--- config.mk ---
export PLATFORM = sky130hd
export DESIGN_NAME = sfpic_host
export DESIGN_NICKNAME = d
export VERILOG_FILES = /design/src/sfpic_pkg.sv /design/src/sfpic_strobe.sv /design/src/sfpic_host.sv
export SDC_FILE = /design/constraint.sdc
export NUM_CORES = 1
export LEC_CHECK = 0
export BUFFER_PORTS_ARGS = -buffer_cell sky130_fd_sc_hd__buf_2
export CAP_MARGIN = 15
export CORE_MARGIN = 2
export CORE_UTILIZATION = 30
export CTS_CLUSTER_DIAMETER = 30
export DETAILED_ROUTE_END_ITERATION = 6
export PLACE_DENSITY = 0.49
export SETUP_SLACK_MARGIN = 0.1
export SLEW_MARGIN = 40
export SYNTH_ARGS = -nofsm -noshare
export SYNTH_HDL_FRONTEND = slang
export SYNTH_SLANG_ARGS = --single-unit
--- constraint.sdc ---
create_clock -name CORE_CLK -period 4.35 [get_ports CORE_CLK]
set_clock_uncertainty 0.05 [all_clocks]
set_input_delay 0.2175 -clock CORE_CLK [delete_from_list [all_inputs] [get_ports CORE_CLK]]
set_output_delay 0.2175 -clock CORE_CLK [all_outputs]
set_load 0.01 [all_outputs]
--- src/sfpic_pkg.sv ---
/*
  Shared constants and types of the sector flash host controller.
  Assumes a 25 MHz core clock; every cycle count except SYNC_CYC derives from it.
*/
package sfpic_pkg;
  // ----------------------------------------
  // Clock and strobe timing
  // ----------------------------------------
  localparam int CLK_PERIOD_NS = 40; // 25 MHz core clock
  localparam int T_WP_NS = 200; // Write pulse width, least
  localparam int T_WPH_NS = 200; // Write pulse high, least
  localparam int T_ACC_NS = 120; // Address to output, most
  localparam int T_OEHP_NS = 150; // Output drive high pulse, least
  localparam int T_BLC_US = 150; // byte_load_gap_limit
  localparam int T_WC_MS = 20; // program_cycle_duration
  localparam int SYNC_CYC = 2; // Two-stage data synchroniser
  localparam int WP_CYC = (T_WP_NS + CLK_PERIOD_NS - 1) / CLK_PERIOD_NS;
  localparam int WPH_CYC = (T_WPH_NS + CLK_PERIOD_NS - 1) / CLK_PERIOD_NS;
  localparam int OEHP_CYC = (T_OEHP_NS + CLK_PERIOD_NS - 1) / CLK_PERIOD_NS;
  // One spare cycle covers the pin-to-first-stage sampling slack
  localparam int RD_CYC = (T_ACC_NS + CLK_PERIOD_NS - 1) / CLK_PERIOD_NS + SYNC_CYC + 1;
  localparam int BLC_CYC = (T_BLC_US * 1000 + CLK_PERIOD_NS - 1) / CLK_PERIOD_NS; // Least wait
  localparam int BLC_MAX_CYC = (T_BLC_US * 1000) / CLK_PERIOD_NS; // Longest gap
  localparam int WC_CYC = (T_WC_MS * 1000000 + CLK_PERIOD_NS - 1) / CLK_PERIOD_NS;

  // ----------------------------------------
  // Array geometry and command codes
  // ----------------------------------------
  localparam int ADDR_W = 16;
  localparam int DATA_W = 8;
  localparam int SECTOR_BYTES = 128;
  localparam int SECT_LSB = 7; // Low end of sector_number_field
  localparam int UNLOCK_STEPS = 3;
  localparam int TOG_BIT = 6; // toggle_status_bit
  localparam int POLL_BIT = 7; // poll_status_bit
  localparam logic [15:0] UNL_A0 = 16'h5555;
  localparam logic [15:0] UNL_A1 = 16'h2AAA;
  localparam logic [7:0] UNL_D0 = 8'hAA;
  localparam logic [7:0] UNL_D1 = 8'h55;
  localparam logic [7:0] CMD_PGM = 8'hA0;
  localparam logic [7:0] CMD_IDIN = 8'h90;
  localparam logic [7:0] CMD_IDOUT = 8'hF0;

  // ----------------------------------------
  // Software register map
  // ----------------------------------------
  localparam logic [7:0] REG_CTRL = 8'h00;
  localparam logic [7:0] REG_SECTOR = 8'h04;
  localparam logic [7:0] REG_RADDR = 8'h08;
  localparam logic [7:0] REG_STATUS = 8'h0C;
  localparam logic [7:0] REG_IRQ_STAT = 8'h10;
  localparam logic [7:0] REG_IRQ_CLR = 8'h14;
  localparam logic [7:0] REG_IRQ_EN = 8'h18;
  localparam int BUF_SEL_BIT = 7; // Offsets 0x80..0xFF hit the byte buffer
  localparam int STAT_BUSY = 0;
  localparam int STAT_POLL_OK = 1;
  localparam int STAT_RDATA_LSB = 8;
  localparam int IRQ_DONE = 0;
  localparam int IRQ_TMO = 1;
  localparam int IRQ_W = 2;

  // Operations started through the control register
  typedef enum logic [1:0] {
    OP_READ = 2'b00,
    OP_PGM = 2'b01,
    OP_IDIN = 2'b10,
    OP_IDOUT = 2'b11
  } sfpic_op_t;

  // One bus cycle towards the flash
  typedef struct packed {
    logic wr;
    logic [ADDR_W-1:0] addr;
    logic [DATA_W-1:0] data;
  } sfpic_req_t;

  // Flash pin group, strobes active low
  typedef struct packed {
    logic ce_n;
    logic oe_n;
    logic we_n;
    logic [ADDR_W-1:0] addr;
    logic [DATA_W-1:0] dq;
    logic dq_oe;
  } sfpic_pins_t;

  localparam sfpic_pins_t PINS_IDLE = '{1'b1, 1'b1, 1'b1, 16'h0000, 8'h00, 1'b0};
endpackage : sfpic_pkg

--- src/sfpic_strobe.sv ---
/*
  Flash strobe engine: runs one write or read cycle on the parallel pins.
  Assumes one request at a time, offered only while no cycle is running.
*/
`timescale 1ns/100ps
`default_nettype none
module sfpic_strobe
  import sfpic_pkg::*;
(
  input wire logic clk,
  input wire logic reset,
  input wire logic req_valid, // Start pulse
  input wire sfpic_req_t req, // Cycle to run
  input wire logic [DATA_W-1:0] dq_in, // Raw data pins
  output logic done, // One-cycle pulse at cycle end
  output logic [DATA_W-1:0] rdata, // Captured read byte
  output sfpic_pins_t pins // Pin drive, registered
);
  // ----------------------------------------
  // State
  // ----------------------------------------
  typedef enum logic [1:0] {
    SFS_IDLE = 2'b00,
    SFS_ACT = 2'b01,
    SFS_REC = 2'b10
  } sfpic_sst_t;

  sfpic_sst_t st_ff, nxt_st; // Cycle phase
  logic [3:0] cnt_ff, nxt_cnt; // Phase countdown
  logic wr_ff, nxt_wr; // Cycle is a write
  sfpic_pins_t pins_ff, nxt_pins;
  logic done_ff, nxt_done;
  logic [DATA_W-1:0] rdata_ff, nxt_rdata;
  logic [DATA_W-1:0] dq_s1_ff, dq_s2_ff; // Data synchroniser

  // Data pins come from another timing world; only stage two is read
  always_ff @(posedge clk or posedge reset) begin
    if (reset) begin
      dq_s1_ff <= 8'h00;
      dq_s2_ff <= 8'h00;
    end else begin
      dq_s1_ff <= dq_in;
      dq_s2_ff <= dq_s1_ff;
    end
  end

  // Next-state of the strobe phases
  always_comb begin
    nxt_st = st_ff;
    nxt_cnt = cnt_ff;
    nxt_wr = wr_ff;
    nxt_pins = pins_ff;
    nxt_done = 1'b0;
    nxt_rdata = rdata_ff;
    case (st_ff)
      SFS_IDLE: begin
        if (req_valid) begin
          nxt_wr = req.wr;
          nxt_pins.addr = req.addr;
          nxt_pins.dq = req.data;
          nxt_pins.ce_n = 1'b0;
          // Output drive stays high during writes so no read is seen
          nxt_pins.oe_n = req.wr;
          nxt_pins.we_n = ~req.wr;
          nxt_pins.dq_oe = req.wr;
          nxt_cnt = req.wr ? 4'(WP_CYC - 1) : 4'(RD_CYC - 1);
          nxt_st = SFS_ACT;
        end
      end
      SFS_ACT: begin
        if (cnt_ff == 4'h0) begin
          // Raise strobes; data stays driven through recovery for hold
          nxt_pins.ce_n = 1'b1;
          nxt_pins.oe_n = 1'b1;
          nxt_pins.we_n = 1'b1;
          if (!wr_ff) begin
            nxt_rdata = dq_s2_ff;
          end
          nxt_cnt = wr_ff ? 4'(WPH_CYC - 1) : 4'(OEHP_CYC - 1);
          nxt_st = SFS_REC;
        end else begin
          nxt_cnt = cnt_ff - 4'h1;
        end
      end
      SFS_REC: begin
        if (cnt_ff == 4'h0) begin
          nxt_pins.dq_oe = 1'b0;
          nxt_done = 1'b1;
          nxt_st = SFS_IDLE;
        end else begin
          nxt_cnt = cnt_ff - 4'h1;
        end
      end
      default: begin
        nxt_pins = PINS_IDLE;
        nxt_st = SFS_IDLE;
      end
    endcase
  end

  // Register the phase state
  always_ff @(posedge clk or posedge reset) begin
    if (reset) begin
      st_ff <= SFS_IDLE;
      cnt_ff <= 4'h0;
      wr_ff <= 1'b0;
      pins_ff <= PINS_IDLE;
      done_ff <= 1'b0;
      rdata_ff <= 8'h00;
    end else begin
      st_ff <= nxt_st;
      cnt_ff <= nxt_cnt;
      wr_ff <= nxt_wr;
      pins_ff <= nxt_pins;
      done_ff <= nxt_done;
      rdata_ff <= nxt_rdata;
    end
  end

  assign done = done_ff;
  assign rdata = rdata_ff;
  assign pins = pins_ff;
endmodule : sfpic_strobe
`default_nettype wire

--- src/sfpic_host.sv ---
/*
  Host controller for a sector-programmed parallel flash: program,
  toggle polling, identification entry and exit, single reads.
  Assumes a register master on the same clock and the flash on the pins.
*/
// Notes on behaviour
// Sector number on address during each load
// Always load all 128 sector bytes
// Unloaded bytes end up undefined
// Next byte load within 150 us
// Protection re-arms after every program
// Toggle bit flips per read while busy
// Completion is two agreeing toggle reads
// Keep polling address constant
// Identity select picks maker or part code
// Identification mode lost at power-down
// Exit sequence returns to array read
// Output drive high during write strobes
// Program cycle ends within 20 ms
// Poll bit inverted until cycle ends
`timescale 1ns/100ps
`default_nettype none
module sfpic_host
  import sfpic_pkg::*;
#(
  parameter int TMO_CYC = WC_CYC // Polling timeout, cycles
) (
  input wire logic CORE_CLK,
  input wire logic RESET,
  input wire logic [7:0] REG_ADDR,
  input wire logic [31:0] REG_WDATA,
  input wire logic REG_WR,
  input wire logic REG_RD,
  output logic [31:0] REG_RDATA,
  output logic IRQ,
  output logic FLASH_CE_N,
  output logic FLASH_OE_N,
  output logic FLASH_WE_N,
  output logic [ADDR_W-1:0] FLASH_ADDR,
  output logic [DATA_W-1:0] FLASH_DQ_OUT,
  output logic FLASH_DQ_OE,
  input wire logic [DATA_W-1:0] FLASH_DQ_IN
);
  // ----------------------------------------
  // Declarations
  // ----------------------------------------
  typedef enum logic [2:0] {
    SFH_IDLE = 3'b000,
    SFH_WR = 3'b001,
    SFH_RD = 3'b010,
    SFH_GAP = 3'b011,
    SFH_POLL = 3'b100
  } sfpic_hst_t;

  sfpic_hst_t state_ff, nxt_state; // Sequencer state
  sfpic_op_t op_ff, nxt_op; // Running operation
  logic [7:0] step_ff, nxt_step; // Write index in the sequence
  logic issued_ff, nxt_issued; // A bus cycle is in flight
  logic [19:0] tmo_ff, nxt_tmo; // Gap and timeout counter
  logic tog_prev_ff, nxt_tog_prev; // Toggle bit of last poll read
  logic have_prev_ff, nxt_have_prev;
  logic poll_ok_ff, nxt_poll_ok; // Poll bit matched last byte
  logic [DATA_W-1:0] rdata_last_ff, nxt_rdata_last;
  logic [8:0] sector_ff, nxt_sector; // Target sector
  logic [ADDR_W-1:0] raddr_ff, nxt_raddr; // Single-read address
  logic [IRQ_W-1:0] irq_stat_ff, nxt_irq_stat;
  logic [IRQ_W-1:0] irq_en_ff, nxt_irq_en;
  logic irq_ff, nxt_irq;
  logic [31:0] rdata_ff, nxt_rdata;
  logic [DATA_W-1:0] buf_mem [SECTOR_BYTES]; // Staged sector image
  logic ev_done, ev_tmo; // One-cycle events
  logic start; // Accepted control write
  logic [6:0] byte_idx; // Buffer index during loading
  logic loading; // Program byte-load phase
  logic [7:0] last_step;
  sfpic_req_t req;
  logic req_valid;
  logic st_done;
  logic [DATA_W-1:0] st_rdata;
  sfpic_pins_t pins;

  // ----------------------------------------
  // Strobe engine
  // ----------------------------------------
  sfpic_strobe u_strobe (
    .clk(CORE_CLK),
    .reset(RESET),
    .req_valid(req_valid),
    .req(req),
    .dq_in(FLASH_DQ_IN),
    .done(st_done),
    .rdata(st_rdata),
    .pins(pins)
  );

  assign FLASH_CE_N = pins.ce_n;
  assign FLASH_OE_N = pins.oe_n;
  assign FLASH_WE_N = pins.we_n;
  assign FLASH_ADDR = pins.addr;
  assign FLASH_DQ_OUT = pins.dq;
  assign FLASH_DQ_OE = pins.dq_oe;

  // ----------------------------------------
  // Request composition
  // ----------------------------------------
  assign start = REG_WR && (REG_ADDR == REG_CTRL) && (state_ff == SFH_IDLE);
  assign byte_idx = 7'(step_ff - 8'(UNLOCK_STEPS));
  assign loading = (state_ff == SFH_WR) && (op_ff == OP_PGM) && (step_ff >= 8'(UNLOCK_STEPS));
  assign last_step = (op_ff == OP_PGM) ? 8'(UNLOCK_STEPS + SECTOR_BYTES - 1) : 8'(UNLOCK_STEPS - 1);
  assign req_valid = !issued_ff && (state_ff == SFH_WR || state_ff == SFH_RD || state_ff == SFH_POLL);

  // Pick the address and data of the next bus cycle
  always_comb begin
    req = '{wr: 1'b1, addr: UNL_A0, data: UNL_D0};
    case (state_ff)
      SFH_WR: begin
        // Program and identification operations start with the unlock code
        if (step_ff == 8'h01) begin
          req.addr = UNL_A1;
          req.data = UNL_D1;
        end else if (step_ff == 8'h02) begin
          req.data = (op_ff == OP_PGM) ? CMD_PGM : (op_ff == OP_IDIN) ? CMD_IDIN : CMD_IDOUT;
        end else if (step_ff != 8'h00) begin
          // Sector in the upper field, byte in the lower
          req.addr = {sector_ff, byte_idx};
          req.data = buf_mem[byte_idx];
        end
      end
      SFH_RD: begin
        // Also reads identity codes when the mode is entered
        req = '{wr: 1'b0, addr: raddr_ff, data: 8'h00};
      end
      SFH_POLL: begin
        // Fixed address: first byte of the sector
        req = '{wr: 1'b0, addr: {sector_ff, 7'h00}, data: 8'h00};
      end
      default: begin
        req = '{wr: 1'b1, addr: UNL_A0, data: UNL_D0};
      end
    endcase
  end

  // ----------------------------------------
  // Sequencer
  // ----------------------------------------
  always_comb begin
    nxt_state = state_ff;
    nxt_op = op_ff;
    nxt_step = step_ff;
    nxt_issued = issued_ff;
    nxt_tmo = tmo_ff;
    nxt_tog_prev = tog_prev_ff;
    nxt_have_prev = have_prev_ff;
    nxt_poll_ok = poll_ok_ff;
    nxt_rdata_last = rdata_last_ff;
    ev_done = 1'b0;
    ev_tmo = 1'b0;
    if (req_valid) begin
      nxt_issued = 1'b1;
    end else if (st_done) begin
      nxt_issued = 1'b0;
    end
    case (state_ff)
      SFH_IDLE: begin
        if (start) begin
          nxt_op = sfpic_op_t'(REG_WDATA[1:0]);
          nxt_step = 8'h00;
          nxt_tmo = 20'h00000;
          nxt_have_prev = 1'b0;
          nxt_state = (REG_WDATA[1:0] == OP_READ) ? SFH_RD : SFH_WR;
        end
      end
      SFH_WR: begin
        if (st_done) begin
          nxt_step = step_ff + 8'h01;
          if (step_ff == last_step) begin
            // Full sector written back to back
            nxt_state = (op_ff == OP_PGM) ? SFH_GAP : SFH_IDLE;
            ev_done = (op_ff != OP_PGM);
          end
        end
      end
      SFH_RD: begin
        if (st_done) begin
          nxt_rdata_last = st_rdata;
          ev_done = 1'b1;
          nxt_state = SFH_IDLE;
        end
      end
      SFH_GAP: begin
        // Silence past the load gap starts the internal cycle
        nxt_tmo = tmo_ff + 20'h00001;
        if (tmo_ff == 20'(BLC_CYC - 1)) begin
          nxt_tmo = 20'h00000;
          nxt_state = SFH_POLL;
        end
      end
      SFH_POLL: begin
        if (tmo_ff != 20'hFFFFF) begin
          nxt_tmo = tmo_ff + 20'h00001;
        end
        if (st_done) begin
          nxt_rdata_last = st_rdata;
          nxt_tog_prev = st_rdata[TOG_BIT];
          nxt_have_prev = 1'b1;
          // Two equal toggle samples mean the cycle ended
          if (have_prev_ff && (st_rdata[TOG_BIT] == tog_prev_ff)) begin
            nxt_poll_ok = (st_rdata[POLL_BIT] == buf_mem[SECTOR_BYTES-1][POLL_BIT]);
            ev_done = 1'b1;
            nxt_state = SFH_IDLE;
          end else if (tmo_ff >= 20'(TMO_CYC)) begin
            // Give up once the longest cycle time has passed
            ev_tmo = 1'b1;
            nxt_state = SFH_IDLE;
          end
        end
      end
      default: begin
        nxt_state = SFH_IDLE;
      end
    endcase
  end

  // ----------------------------------------
  // Software registers and interrupt
  // ----------------------------------------
  always_comb begin
    nxt_sector = sector_ff;
    nxt_raddr = raddr_ff;
    nxt_irq_en = irq_en_ff;
    // Hardware set wins over a clear in the same cycle
    nxt_irq_stat = irq_stat_ff;
    if (REG_WR && REG_ADDR == REG_IRQ_CLR) begin
      nxt_irq_stat = irq_stat_ff & ~REG_WDATA[IRQ_W-1:0];
    end
    nxt_irq_stat[IRQ_DONE] = nxt_irq_stat[IRQ_DONE] | ev_done;
    nxt_irq_stat[IRQ_TMO] = nxt_irq_stat[IRQ_TMO] | ev_tmo;
    nxt_irq = |(nxt_irq_stat & nxt_irq_en);
    // Sector and address are frozen while an operation runs
    if (REG_WR && state_ff == SFH_IDLE && REG_ADDR == REG_SECTOR) begin
      nxt_sector = REG_WDATA[8:0];
    end
    if (REG_WR && state_ff == SFH_IDLE && REG_ADDR == REG_RADDR) begin
      nxt_raddr = REG_WDATA[ADDR_W-1:0];
    end
    if (REG_WR && REG_ADDR == REG_IRQ_EN) begin
      nxt_irq_en = REG_WDATA[IRQ_W-1:0];
    end
    nxt_rdata = 32'h00000000;
    if (REG_RD) begin
      case (REG_ADDR)
        REG_CTRL: nxt_rdata = {30'h00000000, op_ff};
        REG_SECTOR: nxt_rdata = {23'h000000, sector_ff};
        REG_RADDR: nxt_rdata = {16'h0000, raddr_ff};
        REG_STATUS: begin
          nxt_rdata[STAT_BUSY] = (state_ff != SFH_IDLE);
          nxt_rdata[STAT_POLL_OK] = poll_ok_ff;
          nxt_rdata[STAT_RDATA_LSB +: DATA_W] = rdata_last_ff;
        end
        REG_IRQ_STAT: nxt_rdata = {30'h00000000, irq_stat_ff};
        REG_IRQ_EN: nxt_rdata = {30'h00000000, irq_en_ff};
        default: nxt_rdata = 32'h00000000;
      endcase
    end
  end

  // Register all control state
  always_ff @(posedge CORE_CLK or posedge RESET) begin
    if (RESET) begin
      state_ff <= SFH_IDLE;
      op_ff <= OP_READ;
      step_ff <= 8'h00;
      issued_ff <= 1'b0;
      tmo_ff <= 20'h00000;
      tog_prev_ff <= 1'b0;
      have_prev_ff <= 1'b0;
      poll_ok_ff <= 1'b0;
      rdata_last_ff <= 8'h00;
      sector_ff <= 9'h000;
      raddr_ff <= 16'h0000;
      irq_stat_ff <= 2'h0;
      irq_en_ff <= 2'h0;
      irq_ff <= 1'b0;
      rdata_ff <= 32'h00000000;
    end else begin
      state_ff <= nxt_state;
      op_ff <= nxt_op;
      step_ff <= nxt_step;
      issued_ff <= nxt_issued;
      tmo_ff <= nxt_tmo;
      tog_prev_ff <= nxt_tog_prev;
      have_prev_ff <= nxt_have_prev;
      poll_ok_ff <= nxt_poll_ok;
      rdata_last_ff <= nxt_rdata_last;
      sector_ff <= nxt_sector;
      raddr_ff <= nxt_raddr;
      irq_stat_ff <= nxt_irq_stat;
      irq_en_ff <= nxt_irq_en;
      irq_ff <= nxt_irq;
      rdata_ff <= nxt_rdata;
    end
  end

  // Sector image: offsets 0x80..0xFF, write only; bytes not written
  // keep old contents and the flash still receives all of them
  always_ff @(posedge CORE_CLK) begin
    if (REG_WR && REG_ADDR[BUF_SEL_BIT]) begin
      buf_mem[REG_ADDR[6:0]] <= REG_WDATA[DATA_W-1:0];
    end
  end

  assign REG_RDATA = rdata_ff;
  assign IRQ = irq_ff;

  // ----------------------------------------
  // Checks
  // ----------------------------------------
  logic [7:0] ld_cnt_ff; // Byte strobes in this program
  logic [11:0] gap_cnt_ff; // Cycles since last byte strobe
  always_ff @(posedge CORE_CLK or posedge RESET) begin
    if (RESET) begin
      ld_cnt_ff <= 8'h00;
      gap_cnt_ff <= 12'h000;
    end else begin
      // Count issued byte loads; the strobe pins are still idle when a load is offered
      ld_cnt_ff <= start ? 8'h00 : ld_cnt_ff + 8'((loading && req_valid) ? 1 : 0);
      gap_cnt_ff <= (!loading || req_valid) ? 12'h000 : gap_cnt_ff + 12'h001;
    end
  end
endmodule : sfpic_host
`default_nettype wire

# After elaboration in Yosys (flattened, before gate mapping)
# Memory sizes are Yosys's and may differ from the RTL's.
# Index checks and enable logic that the tools add are counted.
[word_totals]
wordCells = 187
mem_bits_rw = 1024
memories = 1
regBits = 167
in_bits = 52
out_inout_bits = 61
[op_classes]
n_lt_le_gt_ge = 1
n_eq_ne = 34
n_mux = 67
bitwise = 9
addsub = 4
n_reduce_logical = 43
[memory_table]
columns = ["memory", "depth", "word_bits", "rd", "rd_clocked_by_memory_dff", "wr", "line", "source"]
rows = [
  ["buf_mem", 128, 8, 2, 0, 1, "sfpic_host.sv:70", "logic [DATA_W-1:0] buf_mem [SECTOR_BYTES];"],
]
[op_table]
columns = ["operator", "n"]
rows = [
  ["$pmux W24 S3", 1],
  ["$mux W20", 3],
  ["$pmux W20 S3", 1],
  ["$mux W24", 2],
  ["$pmux W24 S2", 1],
  ["$mux W16", 2],
  ["$mux W8", 4],
  ["$mux W3", 10],
  ["$mux W28", 1],
  ["$reduce_and A3 Y1", 9],
  ["$eq A8 B5 Y1 const B", 3],
  ["$pmux W8 S3", 1],
  ["$add A20 B1 Y20 const B", 1],
  ["$eq A20 B12 Y1 const B", 1],
  ["$ge A20 B19 Y1 const B", 1],
  ["$mux W1", 20],
  ["$ne A20 B20 Y1 const B", 1],
  ["$eq A8 B4 Y1 const B", 2],
  ["$ne A2 B1 Y1 const B", 8],
  ["$pmux W8 S2", 1],
  ["$pmux W3 S5", 1],
  ["$mux W7", 2],
  ["$mux W2", 6],
  ["$mux W4", 3],
  ["other kinds (39)", 73],
]

# Logic depth before layout (Yosys ltp)
[depth]
ltp_word = 9
mapped_depth = 19
ltp_nobuf = 9

# Modules after synthesis
# Synthesis repeated with hierarchy kept, for this count alone.
[unflattened]
hier_cells = 2632
area_unflattened_um2 = 47199.0
[modules_own_cells]
columns = ["mod", "area_per_inst_um2", "cells_each", "seq_area_each_um2", "n_inst"]
rows = [
  ["sfpic_host", 44884.3, 2468, 33026.7, 1],
  ["sfpic_strobe", 2314.7, 164, 1505.2, 1],
]

# Worst setup path after synthesis
# Ideal clock, no wire load.
[synth_path]
path_kind = "register to register"
startpoint = "register step_ff[0]"
endpoint = "register u_strobe.pins_ff (netlist bit u_strobe.pins[7])"
setup_time_ps = 126
n_path_buf = 10
slack_ps = 268
period_less_slack_ps = 4082
t_required_ps = 4174
arrival_time_ps = 3906
path_stages_with_launch = 19
path_cell_list = "dfrtp_1 buf_4 buf_6 buf_6 buf_4 buf_4 buf_4 inv_1 ha_1 buf_2 buf_2 clkbuf_1 buf_2 mux4_2 a21oi_1 o21ai_0 a31oi_1 o2111ai_1 a221o_1"
[synth_between]
elab_chain_len = 8
elab_cells_between_ends = 11
classes_between = "1 x add/sub; 2 x eq/ne; 6 x mux; 1 x reduce/logical; 1 x memory"
[synth_rtl]
columns = ["element", "line", "source"]
rows = [
  ["from (decl)", "sfpic_host.sv:57", "logic [7:0] step_ff, nxt_step;"],
  ["from (signal assigned)", "sfpic_host.sv:288", "step_ff <= nxt_step;"],
  ["$sub A7 B2 Y7", "sfpic_host.sv:107", "assign byte_idx = 7'(step_ff - 8'(UNLOCK_STEPS));"],
  ["$mem_v2 Z128 W8", "-", ""],
  ["$mux W24", "sfpic_host.sv:123", "end else if (step_ff != 8'h00) begin"],
  ["$mux W8", "sfpic_host.sv:121", "end else if (step_ff == 8'h02) begin"],
  ["$mux W24 (*)", "sfpic_host.sv:118", "if (step_ff == 8'h01) begin"],
  ["$pmux W24 S3 (*)", "sfpic_host.sv:115", "case (state_ff)"],
  ["$mux W28 (*)", "sfpic_strobe.sv:57", "if (req_valid) begin"],
  ["$pmux W24 S2 (*)", "sfpic_strobe.sv:55", "case (st_ff)"],
  ["to (signal assigned)", "sfpic_strobe.sv:114", "pins_ff <= nxt_pins;"],
  ["to (decl)", "sfpic_strobe.sv:31", "sfpic_pins_t pins_ff, nxt_pins;"],
]
# Every way passes the cells marked *; elsewhere a longest branch is shown, timed or not. The select of a mux whose other input is x is not followed.
# A chain may end at the register's enable or synchronous reset.

# Final worst setup path
[layout_path]
startpoint = "register step_ff[1]"
endpoint = "register u_strobe.pins_ff (netlist bit u_strobe.pins[1])"
# Same word-level chain as after synthesis.

==> out/metrics.yaml <==
cts:
  clock_latency_ns: 0.87
  h-tree-depth: 5
  cts.sinks: 1175
  clk_pin_slew_ns: 0.04
  cts_tree: "done"
  cts_max_path_buffers: 4
  cts_root_buf: "clkbuf_16"
  cts_made_buffers: 280
  post_cts_buffers: 0
synth:
  ys_top_cells_by_area: "edfxtp_1 (65%), mux4_2 (13%), dfrtp_1 (7.8%)"
  ys_seq_area_share_pct: 73.1
  synth_edf_count: 1024
  synthTopCellsByCount: "edfxtp_1 (1,024), mux4_2 (278), nor2_1 (193)"
  synth_area_mm2: 0.0473
  post-synth-top-count-cell: "edfxtp_1"
  async_reset_ff_share_pct: 12.9
  postSynthAreaPerCell_um2: 18.7
  yosysUniqueCellTypes: 86
  yosysWarnings: 0
  syn_inst: 2530
  synthFlopType: "edfxtp_1"
  synth-seq-cells: 1175
  yosysTopAreaCellShare_pct: 65.1
  netlist.top_cell.by_area: "edfxtp_1"
setup_path:
  critical_path_depth: 10
  critPathKind: "reg2reg"
  crit_path_max_incr_delay_ns: 0.60
  worst-path-buf-inv: 2
  endpoint_kind: "flip-flop"
  rrSetupSlack_ns: 0.60
  cp.required_ns: 5.00
  startpoint_type: "flip-flop"
  crit_chain: "ha_1 > buf_4 > nor3_4 > xnor2_2 > buf_4 > mux4_2 > and3_1 > a31oi_1 > a311oi_1 > a221o_1"
  reg2reg_to: "u_strobe.pins[1]"
  reg2regPathDepth: 10
  path_common_cell: "buf_4"
  cpMaxStageDelayCell: "dfrtp_1"
  cp_top_family: "compound AO/OA/AOI/OAI gates"
  crit_arrival_ns: 4.40
  worstReg2RegStart: "step_ff[1]"
  cp_max_fo: 11
global_route:
  grt_max_degree: 152
  grt_pass1_wl_um: 189000
  antenna_found_initial: 6
  grt_pass1_vias: 27300
  gr-usage-all-layers_pct: 16.0
  grt.overflow.total: 0
min_path:
  min_from: "REG_ADDR[3]"
  min_to: "state_ff[2]"
  hp-class: "in2reg"
  whs_path_depth: 7
timing:
  period_share_pct: 86.1
  period_needed_ns: 3.75
  slew_headroom_pct: 39.3
  hold_violations: 0
  fin_tns_setup_ns: 0
  worstMarginPinSlew_ns: 0.907
  slew_violations: 0
  setup_viol_count_final: 0
  layout_setup_ws_ns: 0.603
  rsz0062_at_grt: "no"
  fmax_ghz: 0.267
placement:
  portBuffers: 80
  placed_area_mm2: 0.0504
  pre_cts_ws_ns: 0.696
  place_congestion: 0.827
  hpwl_um: 80000
  dp.cells: 4609
layout:
  design_area_mm2: 0.0601
  final_nets: 2939
  syn2layout_area_growth_pct: 27.1
  drive_gt1_share_pct: 32.7
  fill_cells: 14200
  instances_no_fill: 5131
detailed_routing:
  top_layer: "met5"
  wl_met2_um: 60800
  first_pass_iters: 5
  route.met3.wl_um: 9260
  vias: 26000
  routed_wirelength_um: 130000
  wl_met1_um: 56100
  wl_per_cell_um: 25.3
  via_per_inst: 5.06
  drc: 0
  ant_nets: 0
  drt_iter0_markers: 2616
power:
  power.leakage_nw: 20.4
  ir_drop_mv: 0.385
  power.density_mw_per_mm2: 546
floorplan:
  pin_count: 113
  die_area_mm2: 0.161
  coreArea_mm2: 0.156
  start_util_pct: 30.2
  die_w_um: 401
  dieHeight_um: 401
  rows: 145
status:
  status: "finished, final reports clean"
flow_run:
  cap_violations: 0
worst register-to-register path, delay by kind of cell (launching register included):
| family | cells | cell delay (ns) |
|---|---|---|
| AO/OA/AOI/OAI | 3 | 0.83 |
| AND/OR/NAND/NOR | 2 | 0.26 |
| buffers and inverters | 2 | 0.54 |
| adder cells (fa/ha/maj) | 1 | 0.51 |
| flip-flops | 1 | 0.60 |
| multiplexers | 1 | 0.29 |
| XOR/XNOR | 1 | 0.55 |
registers in the layout (all words and copies together), names as in the netlist, 2 cells and up:
signal             cells
REG_RDATA             16
buf_mem             1024
irq_en_ff              2
irq_stat_ff            2
op_ff                  2
raddr_ff              16
rdata_last_ff          8
sector_ff              9
state_ff               3
step_ff                8
tmo_ff                20
u_strobe.cnt_ff        4
u_strobe.dq_s1_ff      8
u_strobe.dq_s2_ff      8
u_strobe.pins         28
u_strobe.rdata         8
u_strobe.st_ff         2
worst max-delay path by stage:
stage | end | slack [ns] | startpoint
floorplan | u_strobe.pins[7] | 0.27 | step_ff[0]
global placement | u_strobe.pins[2] | 0.72 | step_ff[3]
detailed placement | u_strobe.pins[1] | 0.70 | step_ff[1]
CTS | u_strobe.pins[1] | 0.67 | step_ff[1]
global route | u_strobe.pins[1] | 0.54 | step_ff[1]
finish | u_strobe.pins[1] | 0.60 | step_ff[1]
cell usage in the layout, fill, tap and decap left out, drive strengths merged, types with 23 or more instances in the layout:
| cell | n |
|---|---|
| clkinv | 90 |
| o21ai | 75 |
| inv | 33 |
| a21oi | 37 |
| bufinv | 31 |
| clkbuf | 325 |
| mux2 | 47 |
| buf | 161 |
| nor2 | 193 |
| mux4 | 279 |
| dfrtp | 148 |
| nor2b | 25 |
| edfxtp | 1024 |
| mux2i | 40 |
| nand3 | 53 |
| dlygate4sd3 | 37 |
| nand2 | 158 |
| a22oi | 23 |
logic make-up after synthesis:
| family | share of synthesized area, % |
|---|---|
| AO/OA/AOI/OAI | 3.59 |
| adder cells (fa/ha/maj) | 0.397 |
| multiplexers | 15.3 |
| AND/OR/NAND/NOR | 5.13 |
| XOR/XNOR | 0.545 |
| buffers and inverters | 1.98 |
| other | 0.00794 |
| flip-flops | 73.1 |
where the power goes:
group / leakage [nW] / switching, W / total [W] / internal [W]
combinational: 4.81 / 0.000302 / 0.000375 / 0.0000735
sequential: 11.1 / 0.00000775 / 0.0123 / 0.0123
clock: 4.42 / 0.00622 / 0.0201 / 0.0139
total: 20.4 / 0.00653 / 0.0328 / 0.0263
per-stage QoR:
stage | util, % | hold slack (ns) | total power [W]
after floorplan | - | 0.199 | 0.0126
after global placement | 32.2 | 0.280 | 0.0129
after detailed placement | 32.2 | 0.281 | 0.0129
after CTS | 38.3 | 0.0413 | 0.0331
after global routing | 38.4 | 0.0716 | 0.0337
final | 38.4 | 0.0963 | 0.0328
what timing repair did:
item | 4_1_cts | 5_1_grt
resized for setup | 0 | 0
hold endpoints to repair | 670 | 12
hold buffers | 36 | 1
layer usage:
layer  track usage, %  up-vias
met5                0        -
met4             5.44        4
met3             3.85      264
met2             25.1     1070
met1             21.8    13700
li1                 -    11000
layout make-up:
type                            count  area (um2)  share of cell area [%]
Antenna cell                        1        2.50                 0.00417
Sequential cell                  1175       34500                    57.5
Inverter                           19        75.1                   0.125
Timing Repair Buffer              198        1630                    2.72
Clock buffer                      325        7390                    12.3
Multi-Input combinational cell   1198       12100                    20.2
Tap cell                         2058        2570                    4.29
Clock inverter                    157        1740                    2.89
No activity file was read; power rests on OpenSTA's default activity.
